[src/shared/lgtr_pkg.sv]
// Package with constants and carriers for the logic gate and timer relay block
package lgtr_pkg;

  // ---------------------------------------------------------------------------
  // Timing
  // ---------------------------------------------------------------------------
  localparam int unsigned CLK_FREQ_HZ      = 10_000_000;
  localparam int unsigned DELAY_MAX_S      = 100;
  localparam int unsigned DELAY_DEFAULT_S  = 3;
  localparam int unsigned TICK_TIME_MS     = 100;
  localparam int unsigned TICK_CYCLES      = CLK_FREQ_HZ / 1000 * TICK_TIME_MS;
  localparam int unsigned DELAY_MAX_TICKS  = DELAY_MAX_S * 1000 / TICK_TIME_MS;
  localparam int unsigned DELAY_DEF_TICKS  = DELAY_DEFAULT_S * 1000 / TICK_TIME_MS;
  localparam int unsigned DELAY_W          = 11;

  // ---------------------------------------------------------------------------
  // Module widths and gate fan-in
  // ---------------------------------------------------------------------------
  localparam int unsigned IO_COUNT_SMALL   = 8;
  localparam int unsigned IO_COUNT_LARGE   = 16;
  localparam int unsigned GATE_INPUTS      = 4;

  // ---------------------------------------------------------------------------
  // Timer modes
  // ---------------------------------------------------------------------------
  typedef enum logic [2:0] {
    MODE_ON_DELAY,
    MODE_OFF_DELAY,
    MODE_ON_OFF_DELAY,
    MODE_RETENTIVE_ON,
    MODE_WIPE_LEVEL,
    MODE_WIPE_EDGE
  } lgtr_mode_type;

  // Per-timer control: trigger and hold-off
  typedef struct packed {
    logic trigger;
    logic hold_off;
  } lgtr_timer_in_type;

  // Multi-input gate operands and connection map
  typedef struct packed {
    logic [GATE_INPUTS-1:0] level;
    logic [GATE_INPUTS-1:0] connected;
  } lgtr_gate_in_type;

  // Gate outputs, one bit per function
  typedef struct packed {
    logic and_out;
    logic and_edge_out;
    logic nand_out;
    logic nand_edge_out;
    logic or_out;
    logic nor_out;
    logic xor_out;
    logic not_out;
  } lgtr_gate_out_type;

endpackage : lgtr_pkg
[src/hdl/lgtr_gates.sv]
// Multi-input logic gates, level and edge evaluated
`timescale 1ns/1ps
module lgtr_gates #(
  parameter int unsigned N = lgtr_pkg::GATE_INPUTS
) (
  // Clock and reset
  input  wire logic                       core_clk,
  input  wire logic                       arst_n,
  // Evaluation tick
  input  wire logic                       tick,
  // Operands
  input  wire lgtr_pkg::lgtr_gate_in_type gate_in,
  // Results, registered
  output lgtr_pkg::lgtr_gate_out_type     gate_out
);

  logic [N-1:0] hi_fill;
  logic [N-1:0] lo_fill;
  logic [N-1:0] hi_prev_r;

  // ---------------------------------------------------------------------------
  // Unconnected inputs default per gate family
  // ---------------------------------------------------------------------------
  assign hi_fill = gate_in.level | ~gate_in.connected;
  assign lo_fill = gate_in.level & gate_in.connected;

  always_ff @(posedge core_clk or negedge arst_n) begin
    if (!arst_n) begin
      hi_prev_r <= '1;
    end else if (tick) begin
      hi_prev_r <= hi_fill;
    end
  end

  always_ff @(posedge core_clk or negedge arst_n) begin
    if (!arst_n) begin
      gate_out <= '0;
    end else if (tick) begin
      gate_out.and_out       <= &hi_fill;
      gate_out.and_edge_out  <= (&hi_fill) & ~(&hi_prev_r);
      gate_out.nand_out      <= ~(&hi_fill);
      gate_out.nand_edge_out <= ~(&hi_fill) & (&hi_prev_r);
      gate_out.or_out        <= |lo_fill;
      gate_out.nor_out       <= ~(|lo_fill);
      gate_out.xor_out       <= ^lo_fill;
      gate_out.not_out       <= ~lo_fill[0];
    end
  end

endmodule : lgtr_gates

[src/hdl/lgtr_timer.sv]
// One configurable delay timer relay
`timescale 1ns/1ps
module lgtr_timer #(
  parameter int unsigned W = lgtr_pkg::DELAY_W
) (
  // Clock and reset
  input  wire logic                        core_clk,
  input  wire logic                        arst_n,
  // Evaluation tick
  input  wire logic                        tick,
  // Configuration
  input  wire lgtr_pkg::lgtr_mode_type     mode,
  input  wire logic [W-1:0]                on_ticks,
  input  wire logic [W-1:0]                off_ticks,
  // Control
  input  wire lgtr_pkg::lgtr_timer_in_type ctl,
  // Result
  output logic                             function_output
);

  logic         trig_prev_r;
  logic         running_r;
  logic [W-1:0] count_r;
  logic         rise;
  logic         fall;
  logic         done_on;
  logic         done_off;

  assign rise     = ctl.trigger & ~trig_prev_r;
  assign fall     = ~ctl.trigger & trig_prev_r;
  assign done_on  = running_r && (count_r >= on_ticks);
  assign done_off = running_r && (count_r >= off_ticks);

  always_ff @(posedge core_clk or negedge arst_n) begin
    if (!arst_n) begin
      trig_prev_r <= 1'b0;
    end else if (tick) begin
      trig_prev_r <= ctl.trigger;
    end
  end

  // ---------------------------------------------------------------------------
  // Counter and output per mode
  // ---------------------------------------------------------------------------
  always_ff @(posedge core_clk or negedge arst_n) begin
    if (!arst_n) begin
      running_r       <= 1'b0;
      count_r         <= '0;
      function_output <= 1'b0;
    end else if (tick) begin
      if (running_r) begin
        count_r <= count_r + 1'b1;
      end
      case (mode)
        lgtr_pkg::MODE_ON_DELAY: begin
          if (!ctl.trigger) begin
            running_r       <= 1'b0;
            function_output <= 1'b0;
          end else if (rise) begin
            running_r <= 1'b1;
            count_r   <= '0;
          end else if (done_on) begin
            running_r       <= 1'b0;
            function_output <= 1'b1;
          end
        end
        lgtr_pkg::MODE_OFF_DELAY: begin
          if (ctl.hold_off) begin
            running_r       <= 1'b0;
            function_output <= 1'b0;
          end else if (ctl.trigger) begin
            running_r       <= 1'b0;
            function_output <= 1'b1;
          end else if (fall) begin
            running_r <= 1'b1;
            count_r   <= '0;
          end else if (done_off) begin
            running_r       <= 1'b0;
            function_output <= 1'b0;
          end
        end
        lgtr_pkg::MODE_ON_OFF_DELAY: begin
          if (rise || fall) begin
            running_r <= (ctl.trigger != function_output);
            count_r   <= '0;
          end else if (ctl.trigger && done_on) begin
            running_r       <= 1'b0;
            function_output <= 1'b1;
          end else if (!ctl.trigger && done_off) begin
            running_r       <= 1'b0;
            function_output <= 1'b0;
          end
        end
        lgtr_pkg::MODE_RETENTIVE_ON: begin
          if (ctl.hold_off) begin
            running_r       <= 1'b0;
            count_r         <= '0;
            function_output <= 1'b0;
          end else if (rise && !running_r && !function_output) begin
            running_r <= 1'b1;
            count_r   <= '0;
          end else if (done_on) begin
            running_r       <= 1'b0;
            function_output <= 1'b1;
          end
        end
        lgtr_pkg::MODE_WIPE_LEVEL: begin
          if (!ctl.trigger) begin
            running_r       <= 1'b0;
            function_output <= 1'b0;
          end else if (rise) begin
            running_r       <= 1'b1;
            count_r         <= '0;
            function_output <= 1'b1;
          end else if (done_on) begin
            running_r       <= 1'b0;
            function_output <= 1'b0;
          end
        end
        lgtr_pkg::MODE_WIPE_EDGE: begin
          if (rise) begin
            running_r       <= 1'b1;
            count_r         <= '0;
            function_output <= 1'b1;
          end else if (done_on) begin
            running_r       <= 1'b0;
            function_output <= 1'b0;
          end
        end
        default: begin
          running_r       <= 1'b0;
          function_output <= 1'b0;
        end
      endcase
    end
  end

endmodule : lgtr_timer

[src/hdl/lgtr_top.sv]
// Digital logic module: gates, timer relays, latch and pulse relay
//
// Functional notes
// - AND output high only when all inputs high; open inputs high.
// - Unconnected AND-family inputs read as logic_one.
// - Edge AND pulses when all high now and some low last tick.
// - NAND low only when all inputs high; open inputs high.
// - Edge NAND pulses when some low now and all high last tick.
// - OR high when any input high; open inputs low.
// - NOR high only when all inputs low; open inputs low.
// - XOR high when an odd number of inputs are high; open inputs low.
// - Inverter outputs the complement of its input.
// - Delays configurable 0 to 100 s, default 3 s; DELAY_DEF_TICKS is unused, delays come only from the ports.
// - On delay sets output after full high time; low trigger clears.
// - Off delay sets output at once; falling trigger starts delay.
// - New high-low trigger cycle restarts the off delay.
// - Hold-off clears off delay timer and output early.
// - On/off delay; a running delay clears if trigger reverts.
// - Retentive on delay ignores trigger changes; only hold-off clears.
// - Latch sets on latch_on, clears on hold_off, otherwise holds.
// - Pulse relay toggles on trigger rise; hold-off returns it low.
// - Wiping relay pulses from rise; falls at expiry or trigger low.
// - Edge wiping relay pulses from rise; a new rise retriggers.
// - Retrigger restarts time while output stays high.
// - Module offers 8 or 16 inputs and outputs.
`timescale 1ns/1ps
module lgtr_top #(
  parameter int unsigned IO_COUNT    = lgtr_pkg::IO_COUNT_SMALL,
  parameter int unsigned TIMERS      = 2,
  parameter int unsigned TICK_CYCLES = lgtr_pkg::TICK_CYCLES,
  parameter int unsigned W           = lgtr_pkg::DELAY_W
) (
  // Clock and reset
  input  wire logic                          core_clk,
  input  wire logic                          arst_n,
  // Module inputs and outputs
  input  wire logic [IO_COUNT-1:0]           module_in,
  output logic [IO_COUNT-1:0]                module_out,
  // Gate operands and results
  input  wire lgtr_pkg::lgtr_gate_in_type    gate_in,
  output lgtr_pkg::lgtr_gate_out_type        gate_out,
  // Timer relays
  input  wire lgtr_pkg::lgtr_mode_type [TIMERS-1:0] timer_mode,
  input  wire logic [TIMERS-1:0][W-1:0]      timer_on_ticks,
  input  wire logic [TIMERS-1:0][W-1:0]      timer_off_ticks,
  input  wire lgtr_pkg::lgtr_timer_in_type [TIMERS-1:0] timer_ctl,
  output logic [TIMERS-1:0]                  timer_out,
  // Latch
  input  wire logic                          latch_on_input,
  input  wire logic                          latch_hold_off_input,
  output logic                               latch_out,
  // Pulse relay
  input  wire lgtr_pkg::lgtr_timer_in_type   pulse_ctl,
  output logic                               pulse_out,
  // Evaluation tick, one cycle wide
  output logic                               tick_out
);

  // ---------------------------------------------------------------------------
  // Cycle tick
  // ---------------------------------------------------------------------------
  localparam int unsigned TW = $clog2(TICK_CYCLES + 1);

  logic [TW-1:0] tick_cnt_r;
  logic          tick;
  logic          pulse_prev_r;
  logic [TIMERS-1:0] t_out;

  // A tick every TICK_CYCLES clocks keeps all evaluation on one cadence
  assign tick = (tick_cnt_r == TW'(TICK_CYCLES - 1));

  always_ff @(posedge core_clk or negedge arst_n) begin
    if (!arst_n) begin
      tick_cnt_r <= '0;
    end else if (tick) begin
      tick_cnt_r <= '0;
    end else begin
      tick_cnt_r <= tick_cnt_r + 1'b1;
    end
  end

  always_ff @(posedge core_clk or negedge arst_n) begin
    if (!arst_n) begin
      tick_out <= 1'b0;
    end else begin
      tick_out <= tick;
    end
  end

  // ---------------------------------------------------------------------------
  // Module pass-through, sampled on each tick
  // ---------------------------------------------------------------------------
  always_ff @(posedge core_clk or negedge arst_n) begin
    if (!arst_n) begin
      module_out <= '0;
    end else if (tick) begin
      module_out <= module_in;
    end
  end

  // ---------------------------------------------------------------------------
  // Gates
  // ---------------------------------------------------------------------------
  lgtr_gates #(
    .N        (lgtr_pkg::GATE_INPUTS)
  ) u_gates (
    .core_clk (core_clk),
    .arst_n   (arst_n),
    .tick     (tick),
    .gate_in  (gate_in),
    .gate_out (gate_out)
  );

  // ---------------------------------------------------------------------------
  // Timers; delays are in ticks, clamped to the 100 s ceiling
  // ---------------------------------------------------------------------------
  function automatic logic [W-1:0] clamp_delay(input logic [W-1:0] d);
    clamp_delay = (d > W'(lgtr_pkg::DELAY_MAX_TICKS)) ? W'(lgtr_pkg::DELAY_MAX_TICKS) : d;
  endfunction : clamp_delay

  genvar gi;
  generate
    for (gi = 0; gi < TIMERS; gi++) begin : g_timer
      lgtr_timer #(
        .W               (W)
      ) u_timer (
        .core_clk        (core_clk),
        .arst_n          (arst_n),
        .tick            (tick),
        .mode            (timer_mode[gi]),
        .on_ticks        (clamp_delay(timer_on_ticks[gi])),
        .off_ticks       (clamp_delay(timer_off_ticks[gi])),
        .ctl             (timer_ctl[gi]),
        .function_output (t_out[gi])
      );
    end
  endgenerate

  assign timer_out = t_out;

  // ---------------------------------------------------------------------------
  // Latch and pulse relay
  // ---------------------------------------------------------------------------
  always_ff @(posedge core_clk or negedge arst_n) begin
    if (!arst_n) begin
      latch_out <= 1'b0;
    end else if (tick) begin
      if (latch_hold_off_input) begin
        latch_out <= 1'b0;
      end else if (latch_on_input) begin
        latch_out <= 1'b1;
      end
    end
  end

  always_ff @(posedge core_clk or negedge arst_n) begin
    if (!arst_n) begin
      pulse_prev_r <= 1'b0;
    end else if (tick) begin
      pulse_prev_r <= pulse_ctl.trigger;
    end
  end

  always_ff @(posedge core_clk or negedge arst_n) begin
    if (!arst_n) begin
      pulse_out <= 1'b0;
    end else if (tick) begin
      if (pulse_ctl.hold_off) begin
        pulse_out <= 1'b0;
      end else if (pulse_ctl.trigger && !pulse_prev_r) begin
        pulse_out <= ~pulse_out;
      end
    end
  end

endmodule : lgtr_top

[config.mk]
export PLATFORM = sky130hd
export DESIGN_NAME = lgtr_top
export DESIGN_NICKNAME = d
export VERILOG_FILES = /design/src/shared/lgtr_pkg.sv /design/src/hdl/lgtr_gates.sv /design/src/hdl/lgtr_timer.sv /design/src/hdl/lgtr_top.sv
export SDC_FILE = /design/constraint.sdc
export NUM_CORES = 1
export LEC_CHECK = 0
export BUFFER_PORTS_ARGS = -buffer_cell sky130_fd_sc_hd__buf_2
export CAP_MARGIN = 20
export CORE_MARGIN = 3
export CORE_UTILIZATION = 59
export CTS_BUF_LIST = sky130_fd_sc_hd__clkbuf_4
export CTS_CLUSTER_DIAMETER = 100
export DETAILED_ROUTE_END_ITERATION = 10
export GPL_TIMING_DRIVEN = 0
export PLACE_DENSITY = 0.88
export SKIP_LAST_GASP = 1
export SYNTH_ARGS = -nofsm -noshare
export SYNTH_HDL_FRONTEND = slang
export SYNTH_HIERARCHICAL = 1
export SYNTH_SLANG_ARGS = --single-unit
[constraint.sdc]
create_clock -name core_clk -period 3.3 [get_ports core_clk]
set_input_delay 0.165 -clock core_clk [delete_from_list [all_inputs] [get_ports core_clk]]
set_output_delay 0.165 -clock core_clk [all_outputs]
set_load 0.005 [all_outputs]
==> results of run 1 <==
sequential cells by signal, indices dropped and copies added (netlist names), 2 cells and up:
register,cells
g_timer.u_timer/count_r,22
u_gates/gate_out,8
module_out,8
u_gates/hi_prev_r,4
tick_cnt_r,20
g_timer.u_timer/trig_prev_r,2
g_timer.u_timer/function_output,2
g_timer.u_timer/running_r,2
repair_timing:
item,in CTS,in global routing
hold endpoints to repair,79,0
setup buffers,0,0
pin swaps,0,0
setup endpoints to repair,25,16
hold buffers,14,0
gates resized for setup,3,3
synth_stat cells, types with 4 or more instances:
| cell type | count |
|---|---|
| dfstp_2 | 4 |
| nand2_1 | 48 |
| ha_1 | 57 |
| nor3b_2 | 4 |
| a21o_1 | 10 |
| o21ai_0 | 22 |
| xor2_1 | 23 |
| nor3_1 | 15 |
| mux2_2 | 9 |
| nand4_1 | 11 |
| o2111a_1 | 4 |
| xnor2_1 | 14 |
| dfrtp_1 | 68 |
| o31ai_1 | 5 |
| inv_1 | 55 |
| buf_2 | 6 |
| nand2b_1 | 10 |
| nor2_1 | 57 |
| a31oi_1 | 11 |
| o21ai_1 | 6 |
| nand3_1 | 18 |
| o21ai_2 | 4 |
| and4_1 | 10 |
| mux2i_1 | 5 |
| and3_1 | 6 |
| or2_2 | 23 |
| a21oi_1 | 28 |
| and2_1 | 22 |
| clkbuf_1 | 4 |
| nor4_1 | 4 |
| a2111oi_2 | 4 |
| nor2b_1 | 4 |
| a221o_1 | 4 |
power by group through the flow:
stage,clock (uW),sequential (uW),combinational (uW)
after floorplan,0,907,186
after global placement,0,906,292
after CTS,614,890,320
final,595,890,319
after detailed placement,0,906,306
after global routing,654,891,358
metal layers:
| layer | GRT usage (%) | wire (um) |
|---|---|---|
| met1 | 31.72 | 5781 |
| met2 | 44.51 | 6535 |
| met3 | 3.662 | 689 |
| met4 | 6.173 | 148 |
| met5 | 0 | 0 |
path summary, 6_finish.rpt:
| path | cells past startpoint | to | slack [ps] | start |
|---|---|---|---|---|
| max | 9 | g_timer[1].u_timer/count_r[10] | 210 | tick_cnt_r[13] |
| min | 3 | pulse_out | 40 | pulse_ctl[0] |
| max reg2reg | 9 | g_timer[1].u_timer/count_r[10] | 210 | tick_cnt_r[13] |
| min reg2reg | 1 | module_out[0] | 520 | module_out[0] |
| max in group asynchronous | 2 | g_timer[1].u_timer/count_r[3] | 2290 | arst_n |
| min in group asynchronous | 2 | g_timer[0].u_timer/function_output | 390 | arst_n |
worst register-to-register path: stages (launching register included):
cell and delay, ps:
dfrtp_1 490, or4b_2 700, nor4_4 370, and2_4 340, and2_1 190, clkbuf_1 230
and3_1 300, nand4_1 140, xor2_1 160, nor2_1 50
through the flow:
stage	utilization [%]	total power, uW	std cells	area [um^2]	setup slack (ps)
after detailed placement	68.33	1212	866	6374	-290.9
after global routing	71.74	1903	896	6691	58.41
after floorplan	-	1093	641	5729	460.0
after CTS	71.51	1823	896	6670	20.47
after global placement	68.30	1198	866	6371	-197.9
final	71.74	1804	896	6691	213.8
logic make-up after synthesis:
| logic type | synth area share [%] |
|---|---|
| AOI/OAI and AO/OA | 16.04 |
| xor gates and xnor gates | 5.667 |
| adders and majority gates | 12.47 |
| buffers and inverters | 5.405 |
| DFF | 31.60 |
| muxes | 2.845 |
| other | 0.06558 |
| and+or+nand+nor | 25.91 |
final cells by class:
class	count	area, um^2	share of cell area, %
Multi-Input combinational cell	497	3642	54.43
Sequential cell	72	1807	27.00
Timing Repair Buffer	110	623.1	9.312
Inverter	57	214.0	3.197
Tap cell	129	161.4	2.412
Buffer	15	95.09	1.421
Clock inverter	7	81.33	1.215
Clock buffer	9	67.56	1.010
==> results.tsv, run 1 <==
metric	value	unit
synth_cell_type_count	69	
slew_violations	0	
end_kind	register	
cp-start-kind	register	
ant_nets	0	
first_pass_iters	5	
drc_errors	0	
slowest_delay	700	ps
grt_pass1_vias	5202	
critPathKind	reg -> reg	
final_common_cell	buf_2	
power_frac_seq	49.3	%
fin_skew	29.64	ps
synth_largest_area_cell	dfrtp_1	
grt_pass1_wl	22910	um
final_hold_viol_count	0	
p_clk_share	33.0	%
maxSlewHeadroom	39.10	%
setup_viol	0	
avgSynthCellArea	8.962	um^2
numCtsBuffers	9	
antenna_found_initial	0	
grt_max_degree	73	
die_h	104.4	um
routed_wl	13160	um
crit_buf_inv	1	
drt_iter0_markers	266	
synth_area_leaders	dfrtp_1, ha_1, nor2_1	
sw_frac_of_total	29.00	%
syn_inst	638	
synth_area	5718	um^2
clock-sinks	72	
track_usage	24.97	%
setup-tns-final	0	ps
hold_path.class	in -> reg	
cp.required	3590	ps
htreeDepth	3	
portBuffers	96	
via_per_inst	5.561	
path_delay_family	simple AND/OR/NAND/NOR gates	
yosys_warnings	6	
gp_congestion	0.8859	
crit_slowest_cell	or4b_2	
seq_area_frac_synth	31.60	%
dieArea	10910	um^2
grt_overflow	0	
p_int	1281	uW
switchingPower	523.1	uW
leakagePower	0.003016	uW
worst_pin_slew	913.5	ps
core	9328	um^2
diodes	0	
path_clk_slew	150	ps
p_per_area	269.6	nW/um^2
drive_above_1_share	26.60	%
synth_top_cell_area_share	29.76	%
combPwrFrac	17.7	%
period_share	93.52	%
worst_skew_pair.late_latency	430	ps
fin_nets	895	
ys_async_sr_fraction	100.0	%
fill_cells	727	
vdd_ir_drop_max	0.0002430	V
min_period	3086	ps
synth_edf_count	0	
whs	35.78	ps
cts_buffer_depth	2	
num_vias	4983	
status	finished clean	
ys.flop_type	dfrtp_1	
synth_seq_cells	72	
initial_core_util	61.30	%
area_growth	17.02	%
cp_max_fo	17	
cts_tree	yes	
maxCapViolCount	0	
max_freq	324.0	MHz
ios	97	
rows	35	
die_w	104.4	um
cts-root-buf	clkbuf_4	
cp.arrival	3380	ps
post-dp-hpwl	10140	um
mostFrequentLayoutCells	buf_2, dfrtp_1, nor2_1, ha_1, inv_1	
routedWlPerCell	14.68	um
rsz0062_at_grt	no	
crit_chain	or4b_2 > nor4_4 > and2_4 > and2_1 > clkbuf_1 > and3_1 > nand4_1 > xor2_1 > nor2_1	
Power figures use the tool's default switching activity.
==> inputs of run 2 (changes only) <==
--- a/config.mk
+++ b/config.mk
@@ -14,6 +14,7 @@
 export DETAILED_ROUTE_END_ITERATION = 10
 export GPL_TIMING_DRIVEN = 0
 export PLACE_DENSITY = 0.88
+export RECOVER_POWER = 100
 export SKIP_LAST_GASP = 1
 export SYNTH_ARGS = -nofsm -noshare
 export SYNTH_HDL_FRONTEND = slang
==> run 2 against run 1 <==
Combinational power about the same; critical endpoint unchanged; highest routed layer unchanged; die area unchanged; largest power group unchanged; global-route usage unchanged; critical path type unchanged; critical path depth unchanged; sequential share of layout area up 0.23 points; sequential power about the same; clock power about the same; first-iteration DRC count down 4.9%; the run now ends with max-capacitance violations, max-slew violations left.
==> results.tsv, run 2 (synthesis results as in run 1) <==
metric	value	unit
setup-tns-final	0	ps
max_freq	325.3	MHz
largest_reg_flops	22	
period_share	93.17	%
drc_errors	0	
power.total	1801	uW
num_vias	4986	
core	9328	um^2
grt_pass1_vias	5202	
failed_checks	max-capacitance violations, max-slew violations	
die_w	104.4	um
final_common_cell	buf_2	
worst_pin_slew	1784	ps
vdd_ir_drop_max	0.0002417	V
grt.busiest_layer	met2	
cts_buffer_depth	2	
cp.arrival	3360	ps
grt_max_degree	73	
final_hold_viol_count	0	
area_growth	16.02	%
htreeDepth	3	
maxCapViolCount	1	
grt_overflow	0	
cp_max_fo	17	
antenna_found_initial	0	
critPathKind	reg -> reg	
drive_above_1_share	23.73	%
global_route.usage.met2	44.51	%
p_per_area	271.5	nW/um^2
hold_path.class	in -> reg	
numCtsBuffers	9	
dieArea	10910	um^2
grt_pass1_wl	22910	um
cts_tree	yes	
maxSlewHeadroom	-18.91	%
diodes	0	
via_per_inst	5.565	
rsz0062_at_grt	no	
routedWlPerCell	14.71	um
cp.required	3590	ps
dp_slack	-290.9	ps
crit_chain	or4b_2 > nor4_4 > and2_4 > and2_0 > clkbuf_1 > and3_1 > nand4_1 > xor2_1 > nor2_1	
min_period	3075	ps
worst_skew_pair.late_latency	430	ps
setup_viol	0	
portBuffers	96	
die_h	104.4	um
clock-sinks	72	
grtUsageMet3	3.662	%
fin_nets	895	
crit_slowest_cell	or4b_2	
end_kind	register	
status	finished, violations left	
leakagePower	0.002963	uW
post-dp-hpwl	10140	um
gp_congestion	0.8859	
mostFrequentLayoutCells	buf_2, dfrtp_1, nor2_1, ha_1, inv_1	
first_pass_iters	5	
rows	35	
ios	97	
largest_registers	g_timer.u_timer/count_r x22, tick_cnt_r x20	
fin_skew	30.87	ps
postCtsSetupBuffers	0	
cp-start-kind	register	
ant_nets	0	
path_clk_slew	150	ps
drt_iter0_markers	253	
path_delay_family	simple AND/OR/NAND/NOR gates	
routed_wl	13180	um
slew_violations	73	
slowest_delay	750	ps
cts-root-buf	clkbuf_4	
crit_buf_inv	1	
whs	34.79	ps
track_usage	24.97	%
dpl_cell_area	6374	um^2
setup_ws	225.5	ps
grt_use_met1	31.72	%
largest_register	g_timer.u_timer/count_r	
final_area	6634	um^2
initial_core_util	61.30	%
-- run 2: path summary, 6_finish.rpt --
kind	start	to	slack, ps	depth (start not counted)
setup / recovery	tick_cnt_r[8]	g_timer[1].u_timer/count_r[10]	230	9
hold / removal	pulse_ctl[0]	pulse_out	30	3
setup reg to reg	tick_cnt_r[8]	g_timer[1].u_timer/count_r[10]	230	9
hold reg to reg	module_out[0]	module_out[0]	520	1
max in group asynchronous	arst_n	g_timer[1].u_timer/count_r[3]	1480	2
min in group asynchronous	arst_n	g_timer[0].u_timer/function_output	740	2
-- run 2: repair_timing --
item	4_1_cts	5_1_grt
gates resized for setup	3	3
endpoints found under the hold margin	79	0
setup endpoints to repair	25	16
hold buffers	14	0
-- run 2: cell type report --
class                      count  area [um^2]
multi-input combinational    497         3608
fill                         747         2694
sequential                    72         1807
timing repair buffer         110        601.8
inverter                      57        214.0
tap                          129        161.4
buffer                        15        92.59
clock inverter                 7        81.33
clock buffer                   9        67.56
-- run 2: tightest hold or removal path: stages --
cell	delay, ps
buf_2	90
nand3b_1	100
o211ai_1	80
-- run 2: per-layer routing --
layer / up-vias / part of all wire (%) / wire [um]
li1: 2493 / - / -
met1: 2329 / 45 / 5867
met2: 145 / 49 / 6496
met3: 19 / 5.1 / 669
met4: 0 / 1.1 / 148
met5: - / 0 / 0
-- run 2: power breakdown --
group	switching (uW)	internal [uW]
Sequential	2.42	888
Combinational	169	147
Clock	351	244
-- run 2: metrics by stage --
stage               cells  utilization, %
finish                896           71.12
global route          896           71.12
CTS                   896           71.51
detailed placement    866           68.33
global placement      866           68.30
floorplan             641               -
